==> config.mk <==
export PLATFORM = sky130hd
export DESIGN_NAME = drs_arbiter
export DESIGN_NICKNAME = d
export VERILOG_FILES = /design/src/hdl/drs_pkg.sv /design/src/hdl/drs_arbiter.sv /design/src/hdl/drs_lockout.sv /design/src/hdl/drs_scan.sv
export SDC_FILE = /design/constraint.sdc
export NUM_CORES = 1
export LEC_CHECK = 0
export BUFFER_PORTS_ARGS = -buffer_cell sky130_fd_sc_hd__buf_2
export CAP_MARGIN = 20
export CORE_MARGIN = 1.5
export CORE_UTILIZATION = 45
export DETAILED_ROUTE_END_ITERATION = 10
export GPL_TIMING_DRIVEN = 0
export HOLD_SLACK_MARGIN = 0.08
export PLACE_DENSITY = 0.67
export SLEW_MARGIN = 20
export SYNTH_ARGS = -nofsm -noshare
export SYNTH_HDL_FRONTEND = slang
export SYNTH_HIERARCHICAL = 1
export SYNTH_SLANG_ARGS = --single-unit
==> constraint.sdc <==
create_clock -name i_sys_clk -period 2.43 [get_ports i_sys_clk]
set_input_delay 0.486 -clock i_sys_clk [delete_from_list [all_inputs] [get_ports i_sys_clk]]
set_output_delay 0.486 -clock i_sys_clk [all_outputs]
set_load 0.005 [all_outputs]
==> src/hdl/drs_pkg.sv <==
// Constants and types shared by the run and stop command arbiter
package drs_pkg;
   localparam int unsigned CLK_PERIOD_NS = 10;
   localparam int unsigned SCAN_PERIOD_NS = 1000000;
   localparam int unsigned SCAN_CYCLES =
      (SCAN_PERIOD_NS + CLK_PERIOD_NS - 1) / CLK_PERIOD_NS;
   localparam int unsigned TERM_COUNT = 8;
   localparam int unsigned BLINK_BIT = 8;
   // Register byte offsets
   localparam logic [7:0] OFS_IO_FUNC = 8'h00;
   localparam logic [7:0] OFS_RUN_STOP = 8'h04;
   localparam logic [7:0] OFS_AUX = 8'h08;
   localparam logic [7:0] OFS_LOCK_TIME = 8'h0C;
   localparam logic [7:0] OFS_STATUS = 8'h10;
   localparam logic [7:0] OFS_BRAKE = 8'h14;
   // io_terminal_function_setting fields
   localparam int unsigned IO_STOP_IGNORE = 0;
   localparam int unsigned IO_REV_PROHIBIT = 1;
   localparam int unsigned IO_SINGLE_SCAN = 2;
   localparam int unsigned IO_AOUT_DIGIT = 3;
   // run_source_stop_method_param fields
   localparam int unsigned RS_FREQ_SRC = 0;
   localparam int unsigned RS_RUN_SRC = 1;
   localparam int unsigned RS_METHOD_LO = 2;
   // aux_selection_param fields
   localparam int unsigned AUX_AOUT_BIT = 0;
   localparam int unsigned AUX_ENCODER = 1;
   // Terminal positions within the scanned word
   localparam int unsigned TERM_FWD = 0;
   localparam int unsigned TERM_REV = 1;
   localparam int unsigned TERM_STEP_LO = 4;
   // Reset values
   localparam logic [3:0] IO_FUNC_RST = 4'h0;
   localparam logic [3:0] RUN_STOP_RST = 4'h0;
   localparam logic [1:0] AUX_RST = 2'h0;
   localparam logic [15:0] LOCK_TIME_RST = 16'h0064;
   typedef enum logic [1:0] {
      SM_RAMP = 2'b00,
      SM_COAST = 2'b01,
      SM_DC_BRAKE = 2'b10,
      SM_COAST_TIMED = 2'b11
   } drs_stop_t;
   typedef enum logic [1:0] {
      ST_IDLE = 2'b00,
      ST_RUN = 2'b01,
      ST_STOP = 2'b11,
      ST_LOCK = 2'b10
   } drs_state_t;
endpackage

==> src/hdl/drs_arbiter.sv <==
// Run and stop command arbiter with APB register access
`timescale 1ns/100ps
module drs_arbiter
   import drs_pkg::*;
#(
   parameter int unsigned SCAN_DIV = SCAN_CYCLES
)
(
   input wire logic i_sys_clk,
   input wire logic i_resetn,
   input wire logic i_psel,
   input wire logic i_penable,
   input wire logic i_pwrite,
   input wire logic [7:0] i_paddr,
   input wire logic [31:0] i_pwdata,
   output logic [31:0] o_prdata,
   output logic o_pready,
   output logic o_pslverr,
   input wire logic [TERM_COUNT-1:0] i_term,
   input wire logic i_key_stop,
   input wire logic i_key_run,
   input wire logic i_key_dir_rev,
   input wire logic i_key_program_mode,
   input wire logic i_dc_brake_cmd,
   input wire logic [15:0] i_out_freq,
   output logic o_run_fwd,
   output logic o_run_rev,
   output logic o_stop_req,
   output logic [1:0] o_stop_method,
   output logic o_stop_led,
   output logic o_program_mode,
   output logic o_seq_led,
   output logic [1:0] o_aout_sel,
   output logic [15:0] o_dc_brake_time
);
   localparam int unsigned DIV_W = $clog2(SCAN_DIV + 1);

   logic [3:0] io_func;
   logic [3:0] run_stop;
   logic [1:0] aux_sel;
   logic [15:0] lock_time;
   logic [DIV_W-1:0] div_cnt;
   logic scan_tick;
   logic [BLINK_BIT:0] blink_cnt;
   logic [TERM_COUNT-1:0] term;
   logic [3:0] step_prev;
   logic stop_latch;
   logic key_run;
   logic lock_busy;
   drs_state_t state;
   drs_state_t next_state;
   drs_stop_t method;
   logic src_term;
   logic t_fwd;
   logic t_rev;
   logic run_req;
   logic dir_rev;
   logic run_ok;
   logic stopped;
   logic step_change;
   logic key_stop_take;
   logic lock_start;
   logic apb_setup;
   logic apb_write;
   logic addr_ok;
   logic [31:0] rd_word;

   generate
      if (SCAN_DIV < 2)
      begin : g_chk
         $error("SCAN_DIV must be at least 2");
      end
   endgenerate

   // Register access over APB
   assign apb_setup = i_psel && !i_penable;
   assign apb_write = i_psel && i_penable && o_pready && i_pwrite;

   always_comb
   begin
      addr_ok = 1'b1;
      rd_word = 32'h0000_0000;
      case (i_paddr)
         OFS_IO_FUNC: rd_word[3:0] = io_func;
         OFS_RUN_STOP: rd_word[3:0] = run_stop;
         OFS_AUX: rd_word[1:0] = aux_sel;
         OFS_LOCK_TIME: rd_word[15:0] = lock_time;
         OFS_STATUS: rd_word[9:0] = {lock_busy, stop_latch, o_program_mode,
            o_aout_sel, o_stop_method, 1'b0, state};
         OFS_BRAKE: rd_word[15:0] = o_dc_brake_time;
         default: addr_ok = 1'b0;
      endcase
   end

   // Answer in the first access cycle, no wait states
   always_ff @(posedge i_sys_clk or negedge i_resetn)
   begin
      if (!i_resetn)
      begin
         o_pready <= 1'b0;
         o_pslverr <= 1'b0;
         o_prdata <= 32'h0000_0000;
      end
      else
      begin
         o_pready <= apb_setup;
         o_pslverr <= apb_setup && !addr_ok;
         o_prdata <= (apb_setup && !i_pwrite) ? rd_word : 32'h0000_0000;
      end
   end

   // Writes apply at once, even mid-run; software must stop first
   always_ff @(posedge i_sys_clk or negedge i_resetn)
   begin
      if (!i_resetn)
      begin
         io_func <= IO_FUNC_RST;
         run_stop <= RUN_STOP_RST;
         aux_sel <= AUX_RST;
         lock_time <= LOCK_TIME_RST;
      end
      else if (apb_write)
      begin
         case (i_paddr)
            OFS_IO_FUNC: io_func <= i_pwdata[3:0];
            OFS_RUN_STOP: run_stop <= i_pwdata[3:0];
            OFS_AUX: aux_sel <= i_pwdata[1:0];
            OFS_LOCK_TIME: lock_time <= i_pwdata[15:0];
            default: ;
         endcase
      end
   end

   // Scan rate divider
   always_ff @(posedge i_sys_clk or negedge i_resetn)
   begin
      if (!i_resetn)
      begin
         div_cnt <= '0;
         scan_tick <= 1'b0;
      end
      else
      begin
         scan_tick <= (div_cnt == DIV_W'(SCAN_DIV - 1));
         if (div_cnt == DIV_W'(SCAN_DIV - 1))
            div_cnt <= '0;
         else
            div_cnt <= div_cnt + DIV_W'(1);
      end
   end

   always_ff @(posedge i_sys_clk or negedge i_resetn)
   begin
      if (!i_resetn)
         blink_cnt <= '0;
      else if (scan_tick)
         blink_cnt <= blink_cnt + 1'b1;
   end

   drs_scan #(
      .WIDTH(TERM_COUNT)
   ) u_scan (
      .i_sys_clk(i_sys_clk),
      .i_resetn(i_resetn),
      .i_tick(scan_tick),
      .i_single(io_func[IO_SINGLE_SCAN]),
      .i_raw(i_term),
      .o_state(term)
   );

   drs_lockout u_lock (
      .i_sys_clk(i_sys_clk),
      .i_resetn(i_resetn),
      .i_start(lock_start),
      .i_tick(scan_tick),
      .i_len(lock_time),
      .o_busy(lock_busy)
   );

   // Command decode
   assign method = drs_stop_t'(run_stop[RS_METHOD_LO +: 2]);
   assign src_term = !run_stop[RS_RUN_SRC];
   assign t_fwd = src_term && term[TERM_FWD];
   assign t_rev = src_term && term[TERM_REV];
   assign run_req = src_term ? (t_fwd || t_rev) : key_run;
   assign dir_rev = src_term ? (t_rev && !t_fwd) : i_key_dir_rev;
   assign run_ok = run_req && !stop_latch && !o_program_mode
      && !(dir_rev && io_func[IO_REV_PROHIBIT]);
   assign stopped = !term[TERM_FWD] && !term[TERM_REV]
      && !i_dc_brake_cmd && (state == ST_IDLE);
   assign step_change = term[TERM_STEP_LO +: 4] != step_prev;
   assign key_stop_take = i_key_stop && src_term && (state == ST_RUN)
      && !io_func[IO_STOP_IGNORE];
   assign lock_start = (state == ST_RUN) && !run_ok
      && (method == SM_COAST_TIMED);

   always_ff @(posedge i_sys_clk or negedge i_resetn)
   begin
      if (!i_resetn)
         step_prev <= 4'h0;
      else
         step_prev <= term[TERM_STEP_LO +: 4];
   end

   // Set wins over release so a press in the release cycle holds
   always_ff @(posedge i_sys_clk or negedge i_resetn)
   begin
      if (!i_resetn)
         stop_latch <= 1'b0;
      else if (key_stop_take)
         stop_latch <= 1'b1;
      else if ((!term[TERM_FWD] && !term[TERM_REV]) || step_change
         || !src_term)
         stop_latch <= 1'b0;
   end

   // Keypad run is a held request ended by the keypad stop key
   always_ff @(posedge i_sys_clk or negedge i_resetn)
   begin
      if (!i_resetn)
         key_run <= 1'b0;
      else if (src_term || i_key_stop)
         key_run <= 1'b0;
      else if (i_key_run && !o_program_mode)
         key_run <= 1'b1;
   end

   always_ff @(posedge i_sys_clk or negedge i_resetn)
   begin
      if (!i_resetn)
         o_program_mode <= 1'b0;
      else if (i_key_program_mode && stopped)
         o_program_mode <= !o_program_mode;
   end

   always_comb
   begin
      next_state = state;
      case (state)
         ST_IDLE:
            if (run_ok)
               next_state = ST_RUN;
         ST_RUN:
            if (!run_ok)
               next_state = lock_start ? ST_LOCK : ST_STOP;
         ST_STOP:
            if (!stop_latch)
               next_state = ST_IDLE;
         ST_LOCK:
            // Timer is one cycle behind the start, so wait past it
            if (!lock_busy && !lock_start)
               next_state = ST_IDLE;
         default:
            next_state = ST_IDLE;
      endcase
   end

   always_ff @(posedge i_sys_clk or negedge i_resetn)
   begin
      if (!i_resetn)
         state <= ST_IDLE;
      else
         state <= next_state;
   end

   // Drive outputs
   always_ff @(posedge i_sys_clk or negedge i_resetn)
   begin
      if (!i_resetn)
      begin
         o_run_fwd <= 1'b0;
         o_run_rev <= 1'b0;
         o_stop_req <= 1'b0;
         o_stop_method <= SM_RAMP;
         o_stop_led <= 1'b0;
         o_seq_led <= 1'b0;
      end
      else
      begin
         o_run_fwd <= (next_state == ST_RUN) && !dir_rev;
         o_run_rev <= (next_state == ST_RUN) && dir_rev;
         o_stop_req <= (next_state == ST_STOP) || (next_state == ST_LOCK);
         o_stop_method <= method;
         o_stop_led <= stop_latch && blink_cnt[BLINK_BIT];
         o_seq_led <= src_term;
      end
   end

   // Brake length follows the frequency caught at the stop edge
   always_ff @(posedge i_sys_clk or negedge i_resetn)
   begin
      if (!i_resetn)
         o_dc_brake_time <= 16'h0000;
      else if ((state == ST_RUN) && !run_ok && (method == SM_DC_BRAKE))
         o_dc_brake_time <= i_out_freq;
   end

   always_ff @(posedge i_sys_clk or negedge i_resetn)
   begin
      if (!i_resetn)
         o_aout_sel <= 2'b00;
      else
         o_aout_sel <= {io_func[IO_AOUT_DIGIT] && !aux_sel[AUX_ENCODER],
            aux_sel[AUX_AOUT_BIT]};
   end

   stop_accept_a: assert property (
      @(posedge i_sys_clk) disable iff (!i_resetn)
      key_stop_take |=> stop_latch ##1 o_stop_req)
      else $error("accepted keypad stop not latched");

   stop_ignore_a: assert property (
      @(posedge i_sys_clk) disable iff (!i_resetn)
      (i_key_stop && src_term && io_func[IO_STOP_IGNORE] && !stop_latch)
      |=> !stop_latch)
      else $error("keypad stop taken while ignored");

   stop_hold_a: assert property (
      @(posedge i_sys_clk) disable iff (!i_resetn)
      (stop_latch && src_term && (term[TERM_FWD] || term[TERM_REV])
      && !step_change) |=> stop_latch)
      else $error("stop latch released early");

   rev_reject_a: assert property (
      @(posedge i_sys_clk) disable iff (!i_resetn)
      (io_func[IO_REV_PROHIBIT] && dir_rev) |=> !o_run_rev)
      else $error("reverse run while prohibited");

   key_source_a: assert property (
      @(posedge i_sys_clk) disable iff (!i_resetn)
      (!src_term && !key_run && (state == ST_IDLE)) |=> (state != ST_RUN))
      else $error("terminal run taken from keypad source");

   program_mode_stopped_a: assert property (
      @(posedge i_sys_clk) disable iff (!i_resetn)
      (i_key_program_mode && !stopped) |=> $stable(o_program_mode))
      else $error("program key acted while running");

   lock_norun_a: assert property (
      @(posedge i_sys_clk) disable iff (!i_resetn)
      lock_start |=> (!o_run_fwd && !o_run_rev) [*2])
      else $error("run during lockout");

   brake_catch_a: assert property (
      @(posedge i_sys_clk) disable iff (!i_resetn)
      ((state == ST_RUN) && !run_ok && (method == SM_DC_BRAKE))
      |=> (o_dc_brake_time == $past(i_out_freq)))
      else $error("brake time not taken from frequency");

   aout_encoder_a: assert property (
      @(posedge i_sys_clk) disable iff (!i_resetn)
      aux_sel[AUX_ENCODER] |=> !o_aout_sel[1])
      else $error("analog digit used in encoder mode");

   apb_answer_a: assert property (
      @(posedge i_sys_clk) disable iff (!i_resetn)
      apb_setup |=> o_pready)
      else $error("APB access not answered");
endmodule

==> src/hdl/drs_lockout.sv <==
// Run lockout timer for the timed coast stop
`timescale 1ns/100ps
module drs_lockout
   import drs_pkg::*;
(
   input wire logic i_sys_clk,
   input wire logic i_resetn,
   input wire logic i_start,
   input wire logic i_tick,
   input wire logic [15:0] i_len,
   output logic o_busy
);
   logic [15:0] remain;

   always_ff @(posedge i_sys_clk or negedge i_resetn)
   begin
      if (!i_resetn)
         remain <= 16'h0000;
      else if (i_start)
         remain <= i_len;
      else if (i_tick && (remain != 16'h0000))
         remain <= remain - 16'h0001;
   end

   always_ff @(posedge i_sys_clk or negedge i_resetn)
   begin
      if (!i_resetn)
         o_busy <= 1'b0;
      else
         o_busy <= i_start ? (i_len != 16'h0000) : (remain != 16'h0000);
   end

   lock_start_a: assert property (
      @(posedge i_sys_clk) disable iff (!i_resetn)
      (i_start && (i_len > 16'h0001)) |=> ##1 o_busy)
      else $error("lockout did not start");
endmodule

==> src/hdl/drs_scan.sv <==
// Sequence input sampler with single or double scanning
`timescale 1ns/100ps
module drs_scan
   import drs_pkg::*;
#(
   parameter int unsigned WIDTH = TERM_COUNT
)
(
   input wire logic i_sys_clk,
   input wire logic i_resetn,
   input wire logic i_tick,
   input wire logic i_single,
   input wire logic [WIDTH-1:0] i_raw,
   output logic [WIDTH-1:0] o_state
);
   logic [WIDTH-1:0] prev;

   generate
      if (WIDTH < 1)
      begin : g_chk
         $error("drs_scan needs at least one input");
      end
      for (genvar b = 0; b < WIDTH; b++)
      begin : g_bit
         always_ff @(posedge i_sys_clk or negedge i_resetn)
         begin
            if (!i_resetn)
            begin
               prev[b] <= 1'b0;
               o_state[b] <= 1'b0;
            end
            else if (i_tick)
            begin
               prev[b] <= i_raw[b];
               // Two agreeing samples filter contact bounce
               if (i_single || (i_raw[b] == prev[b]))
                  o_state[b] <= i_raw[b];
            end
         end
      end
   endgenerate

   double_agree_a: assert property (
      @(posedge i_sys_clk) disable iff (!i_resetn)
      (i_tick && !i_single)
      |=> (((o_state ^ $past(o_state)) & $past(i_raw ^ prev)) == '0))
      else $error("double scan took an unconfirmed sample");
endmodule
* Word level (Yosys, flattened, before mapping)
Cells that the tools add are included.
** Storage, ports and cells
- Flip-flop bits (word level) :: 134
- Word-level logic and storage cells :: 159
** Cells by class
- $add $sub $neg :: 3
- Equal/unequal tests :: 21
- Mux-type cells :: 22
- Reduce and logical (&&, ||, !) cells :: 76
** Operators by type and width (number)
- $mux W16 :: 3
- $reduce_bool A16 Y1 :: 2
- $logic_and A1 B1 Y1 :: 30
- $reduce_and A2 Y1 :: 10
- $pmux W6 S3 :: 1
- $add A17 B1 Y17 const B :: 1
- $eq A17 B17 Y1 const B :: 1
- $logic_not A1 Y1 :: 17
- $mux W17 :: 1
- $eq A8 B4 Y1 const B :: 2
- $eq A8 B5 Y1 const B :: 2
- $sub A16 B1 Y16 const B :: 1
- $eq A2 B2 Y1 const B :: 6
- $pmux W2 S6 :: 1
- $pmux W6 S2 :: 1
- $logic_or A1 B1 Y1 :: 11
- $pmux W2 S5 :: 1
- $add A9 B1 Y9 const B :: 1
- $mux W1 :: 9
- $eq A8 B3 Y1 const B :: 1
- $logic_not A8 Y1 :: 1
- $mux W2 :: 4
- $pmux W2 S4 :: 1
- $eq A1 B1 Y1 :: 6
- 5 further kinds :: 8

* Longest topological paths before layout
- Word-level depth :: 17
- Gate-level depth with buffers :: 10
- Gate-level depth less buffers :: 9

* Hierarchy
Netlist, hierarchy kept.
** By module, submodules not included
- drs_arbiter :: instances 1, cells each 349, area an instance 4523.1 um^2, seq. area each 2606.2 um^2
- drs_lockout :: instances 1, cells each 124, area an instance 1078.5 um^2, seq. area each 425.4 um^2
- drs_scan :: instances 1, cells each 76, area an instance 710.7 um^2, seq. area each 400.4 um^2

* Least setup slack after synthesis
OpenSTA, ideal clock, no wires.
- Path kind :: register to register
- From :: register run_stop[1]
- To :: register u_lock.remain[1]
- Arrival time :: 2.198 ns
- Data required time :: 2.292 ns
- Setup slack :: 0.094 ns
- Stages on the path, launching flop included :: 10
- Path buffers :: 2
- Path through :: dfrtp_1 > or2_2 > o221ai_1 > nand2_1 > nor2_1 > clkbuf_1 > clkinv_1 > clkbuf_1 > o22ai_1 > a21oi_1
** On the way
- Longest elaborated chain between the ends :: 12
- Elaborated cells between the ends (all ways) :: 18
** RTL lines
- from (decl) :: RTL line drs_arbiter.sv:39 : logic [3:0] run_stop;
- from (signal assigned) :: RTL line drs_arbiter.sv:126 : OFS_RUN_STOP: run_stop <= i_pwdata[3:0];
- $logic_not A1 Y1 :: RTL line drs_arbiter.sv:182 : assign src_term = !run_stop[RS_RUN_SRC];
- $logic_and A1 B1 Y1 :: RTL line drs_arbiter.sv:183 : assign t_fwd = src_term && term[TERM_FWD];
- $logic_not A1 Y1 :: RTL line drs_arbiter.sv:186 : assign dir_rev = src_term ? (t_rev && !t_fwd) : i_key_dir_rev;
- $logic_and A1 B1 Y1 :: RTL line drs_arbiter.sv:186
- $mux W1 :: RTL line drs_arbiter.sv:186
- $logic_and A1 B1 Y1 :: RTL line drs_arbiter.sv:188 : && !(dir_rev && io_func[IO_REV_PROHIBIT]);
- $logic_not A1 Y1 :: RTL line drs_arbiter.sv:188
- $logic_and A1 B1 Y1 (*) :: RTL line drs_arbiter.sv:188
- $logic_not A1 Y1 (*) :: RTL line drs_arbiter.sv:194 : assign lock_start = (state == ST_RUN) && !run_ok
- $logic_and A1 B1 Y1 (*) :: RTL line drs_arbiter.sv:194
- $logic_and A1 B1 Y1 (*) :: RTL line drs_arbiter.sv:195 : && (method == SM_COAST_TIMED);
- via lock_start :: RTL line drs_arbiter.sv:62 : logic lock_start;
- $mux W16 or $reduce_bool A2 Y1 (tied branches)
- to (signal assigned) :: RTL line drs_lockout.sv:20 : remain <= i_len;
- to (signal assigned) :: RTL line drs_lockout.sv:22 : remain <= remain - 16'h0001;
- to (decl) :: RTL line drs_lockout.sv:13 : logic [15:0] remain;
The timed path passes the listed nets; every way through them passes the cells marked *.
A chain may end at the register's enable or synchronous reset.

* Worst setup path in the final report
- From :: register u_scan.o_state[0]
- To :: register u_lock.o_busy
** On the way
- Longest elaborated chain between the ends :: 11
- Elaborated cells between the ends (all ways) :: 15
** RTL lines
- from (decl) :: RTL line drs_scan.sv:14 : output logic [WIDTH-1:0] o_state
- from (signal, indexed assignment) :: RTL line drs_scan.sv:37 : o_state[b] <= i_raw[b];
- $logic_and A1 B1 Y1 (*) :: RTL line drs_arbiter.sv:183
- $logic_not A1 Y1 :: RTL line drs_arbiter.sv:186
- $logic_and A1 B1 Y1 :: RTL line drs_arbiter.sv:186
- $mux W1 :: RTL line drs_arbiter.sv:186
- $logic_and A1 B1 Y1 :: RTL line drs_arbiter.sv:188
- $logic_not A1 Y1 :: RTL line drs_arbiter.sv:188
- $logic_and A1 B1 Y1 (*) :: RTL line drs_arbiter.sv:188
- $logic_not A1 Y1 (*) :: RTL line drs_arbiter.sv:194
- $logic_and A1 B1 Y1 (*) :: RTL line drs_arbiter.sv:194
- $logic_and A1 B1 Y1 (*) :: RTL line drs_arbiter.sv:195
- via lock_start :: RTL line drs_arbiter.sv:62
- $mux W1 (*) :: RTL line drs_lockout.sv:30 : o_busy <= i_start ? (i_len != 16'h0000) : (remain != 16'h0000);
- to (signal assigned) :: RTL line drs_lockout.sv:30
- to (decl) :: RTL line drs_lockout.sv:11 : output logic o_busy
Marks and branches as above.

==> summary.txt <==
Status
  • Status: complete, no violations

Route
  • DRT antenna net count: 0
  • Wire length per cell: 16.5 µm
  • Final WL: 14.1 mm
  • Vias: 4591
  • Iteration-0 DRC Markers: 174
  • Post-route DRC: 0
  • Routed vias/inst: 5.37
  • 1st-pass router iterations: 6

Min path
  • Worst min path class: in2reg
  • Hold Path Origin: i_penable
  • Hold Crit Depth: 2
  • Hold Path Sink: o_pready

Clocking
  • H-tree levels: 4
  • Clock Latency Late Sink: 0.41 ns
  • Clock Path Buffers: 2
  • Clk slew on worst S/H paths: 0.06 ns
  • CTS tree: yes
  • Clock Tree Root: clkbuf_16
  • CTS buffer count: 17
  • Num Clock Sinks: 133

Global route
  • Vias in the first global route: 4658
  • Largest net degree at the start of global routing: 77
  • Initial antenna violation count: 0
  • First-pass GRT wire length: 23.5 mm
  • GRT Util Overall: 0.212
  • GRT overflow: 0

Place
  • HPWL Detailed: 10.3 mm
  • PortBufs: 98
  • Placed instance count: 821
  • GP Congestion: 0.872

Worst setup path
  • Worst setup SP type: flop
  • R2R setup slack: 0.14 ns
  • Critical path fanouts, max: 10
  • FF-to-FF End: u_lock/o_busy
  • Cell depth of the worst flop-to-flop path: 10
  • CP endpoint kind: flop
  • Reg2reg start: u_scan/o_state[0]
  • Required @ worst endpoint: 2.72 ns
  • Critical Path AT: 2.58 ns
  • Critical path class: reg2reg

Power and ir drop
  • Maximum VDD drop: 0.520 mV
  • Switch share: 0.215
  • Seq pwr share: 0.458
  • Leak Pwr: 3.70 nW
  • Pwr Density: 653 nW/µm²
  • Final Power: 4.96 mW
  • Switching power: 1.06 mW
  • Clock power frac: 0.495
  • Combinational Power Share: 0.047
  • Power Internal: 3.90 mW

Floorplanning
  • Die Span Y: 120 µm
  • Core region area: 13300 µm²
  • Die ar.: 14400 µm²
  • Floorplan row count: 42
  • Die W: 120 µm
  • I/O pin count: 134
  • Initial core utilization: 0.462

STA
  • Crit path time final: 2.29 ns
  • Hold Worst Slack: 0.270 ns
  • Slew Viols, Final: 0
  • Worst-Margin Slew: 0.896 ns
  • Final hold vios: 0
  • Slew margin rel.: 0.403
  • Final Cycle Share: 0.942
  • TNS Setup: 0 ns
  • Max Fclk: 437 MHz
  • Number of setup violations in the final report: 0
  • Clock skew: 0.00747 ns

Layout
  • Commonest non-fill, non-tap cell in the layout: dfrtp_1
  • Area grow syn2layout: 23.7%
  • Post-route core utilization: 0.571
  • Commonest non-fill, non-tap cells in the layout: dfrtp_1, buf_2, nor2_1
  • Layout cell share with drive strength beyond 1: 0.348
  • Post-route insts no fill: 855
  • Final Net Count: 742

Logic synthesis
  • Mean Syn Cell Area: 11.6 µm²
  • Ys Warns: 6
  • Syn Inst Count: 531
  • Mapped cell area: 6140 µm²

Job
  • Max-capacitance violation count: 0
==> how the worst max path moves through the flow <==
stage | start | end | slack, ns | cells past startpoint
after global placement | i_resetn | u_scan/prev[5] | -0.84 | 1
after floorplan | run_stop[1] | u_lock/remain[1] | 0.09 | 9
after global routing | run_stop[1] | u_lock/o_busy | -0.003 | 10
final | u_scan/o_state[0] | u_lock/o_busy | 0.14 | 10
after detailed placement | run_stop[1] | u_lock/remain[1] | -0.58 | 9
after CTS | io_func[1] | u_lock/remain[2] | -0.03 | 8
==> sequential cells by signal (all words and copies together), names as in the netlist, 2 cells and up <==
register and cells:
o_prdata 16, io_func 4, run_stop 4, o_aout_sel 2
step_prev 4, o_stop_method 2, o_dc_brake_time 16, aux_sel 2
lock_time 16, div_cnt 17, u_scan/o_state 6, u_lock/remain 16
blink_cnt 9, u_scan/prev 6
==> repair_timing <==
action                     4_1_cts  5_1_grt
setup endpoints to repair       27       27
pin swaps                        1        1
hold buffers                     1        0
resized for setup                5       15
cloned                           0        0
hold endpoints to repair        57        0
buffers inserted                 0        0
==> through the flow <==
stage	setup slack (ns)	area, µm²
CTS	-0.0297	7540
detailed placement	-0.582	6940
floorplan	0.0935	6200
global placement	-0.844	6910
finish	0.141	7590
global route	-0.00302	7590
==> power by group through the flow <==
stage / combinational [mW] / clock (mW) / sequential (mW)
floorplan: 0.0923 / 0 / 2.30
global placement: 0.218 / 0 / 2.31
detailed placement: 0.229 / 0 / 2.31
CTS: 0.233 / 2.52 / 2.27
global route: 0.266 / 2.62 / 2.27
finish: 0.233 / 2.45 / 2.27
==> per-layer routing <==
| layer | vias up | wire (µm) | part of all wire | GRT usage |
|---|---|---|---|---|
| met5 | - | 0 | 0 | 0 |
| met4 | 0 | 218 | 0.015 | 0.0632 |
| met3 | 20 | 831 | 0.059 | 0.0608 |
| met2 | 151 | 6830 | 0.48 | 0.339 |
| met1 | 2274 | 6210 | 0.44 | 0.282 |
| li1 | 2146 | - | - | - |
==> critical path, cell delays in order (launching register included) <==
cell      delay, ns
dfrtp_1        0.43
or2_2          0.34
o221ai_4       0.24
nand2_1        0.12
nor2_2         0.16
buf_4          0.20
clkinv_2       0.15
nor2_1         0.18
nand4_1        0.13
nor4_2         0.15
nor2_1         0.06
==> layout make-up <==
type                       instances  area, µm²
clock inverter                     9        103
timing repair buffer             100        538
clock buffer                      23        468
tap                              176        220
sequential                       133       3330
multi-input combinational        366       2660
antenna                            1       2.50
fill                            1105       5700
buffer                            32        208
inverter                          15       57.6
Power figures use the tool's default switching activity.
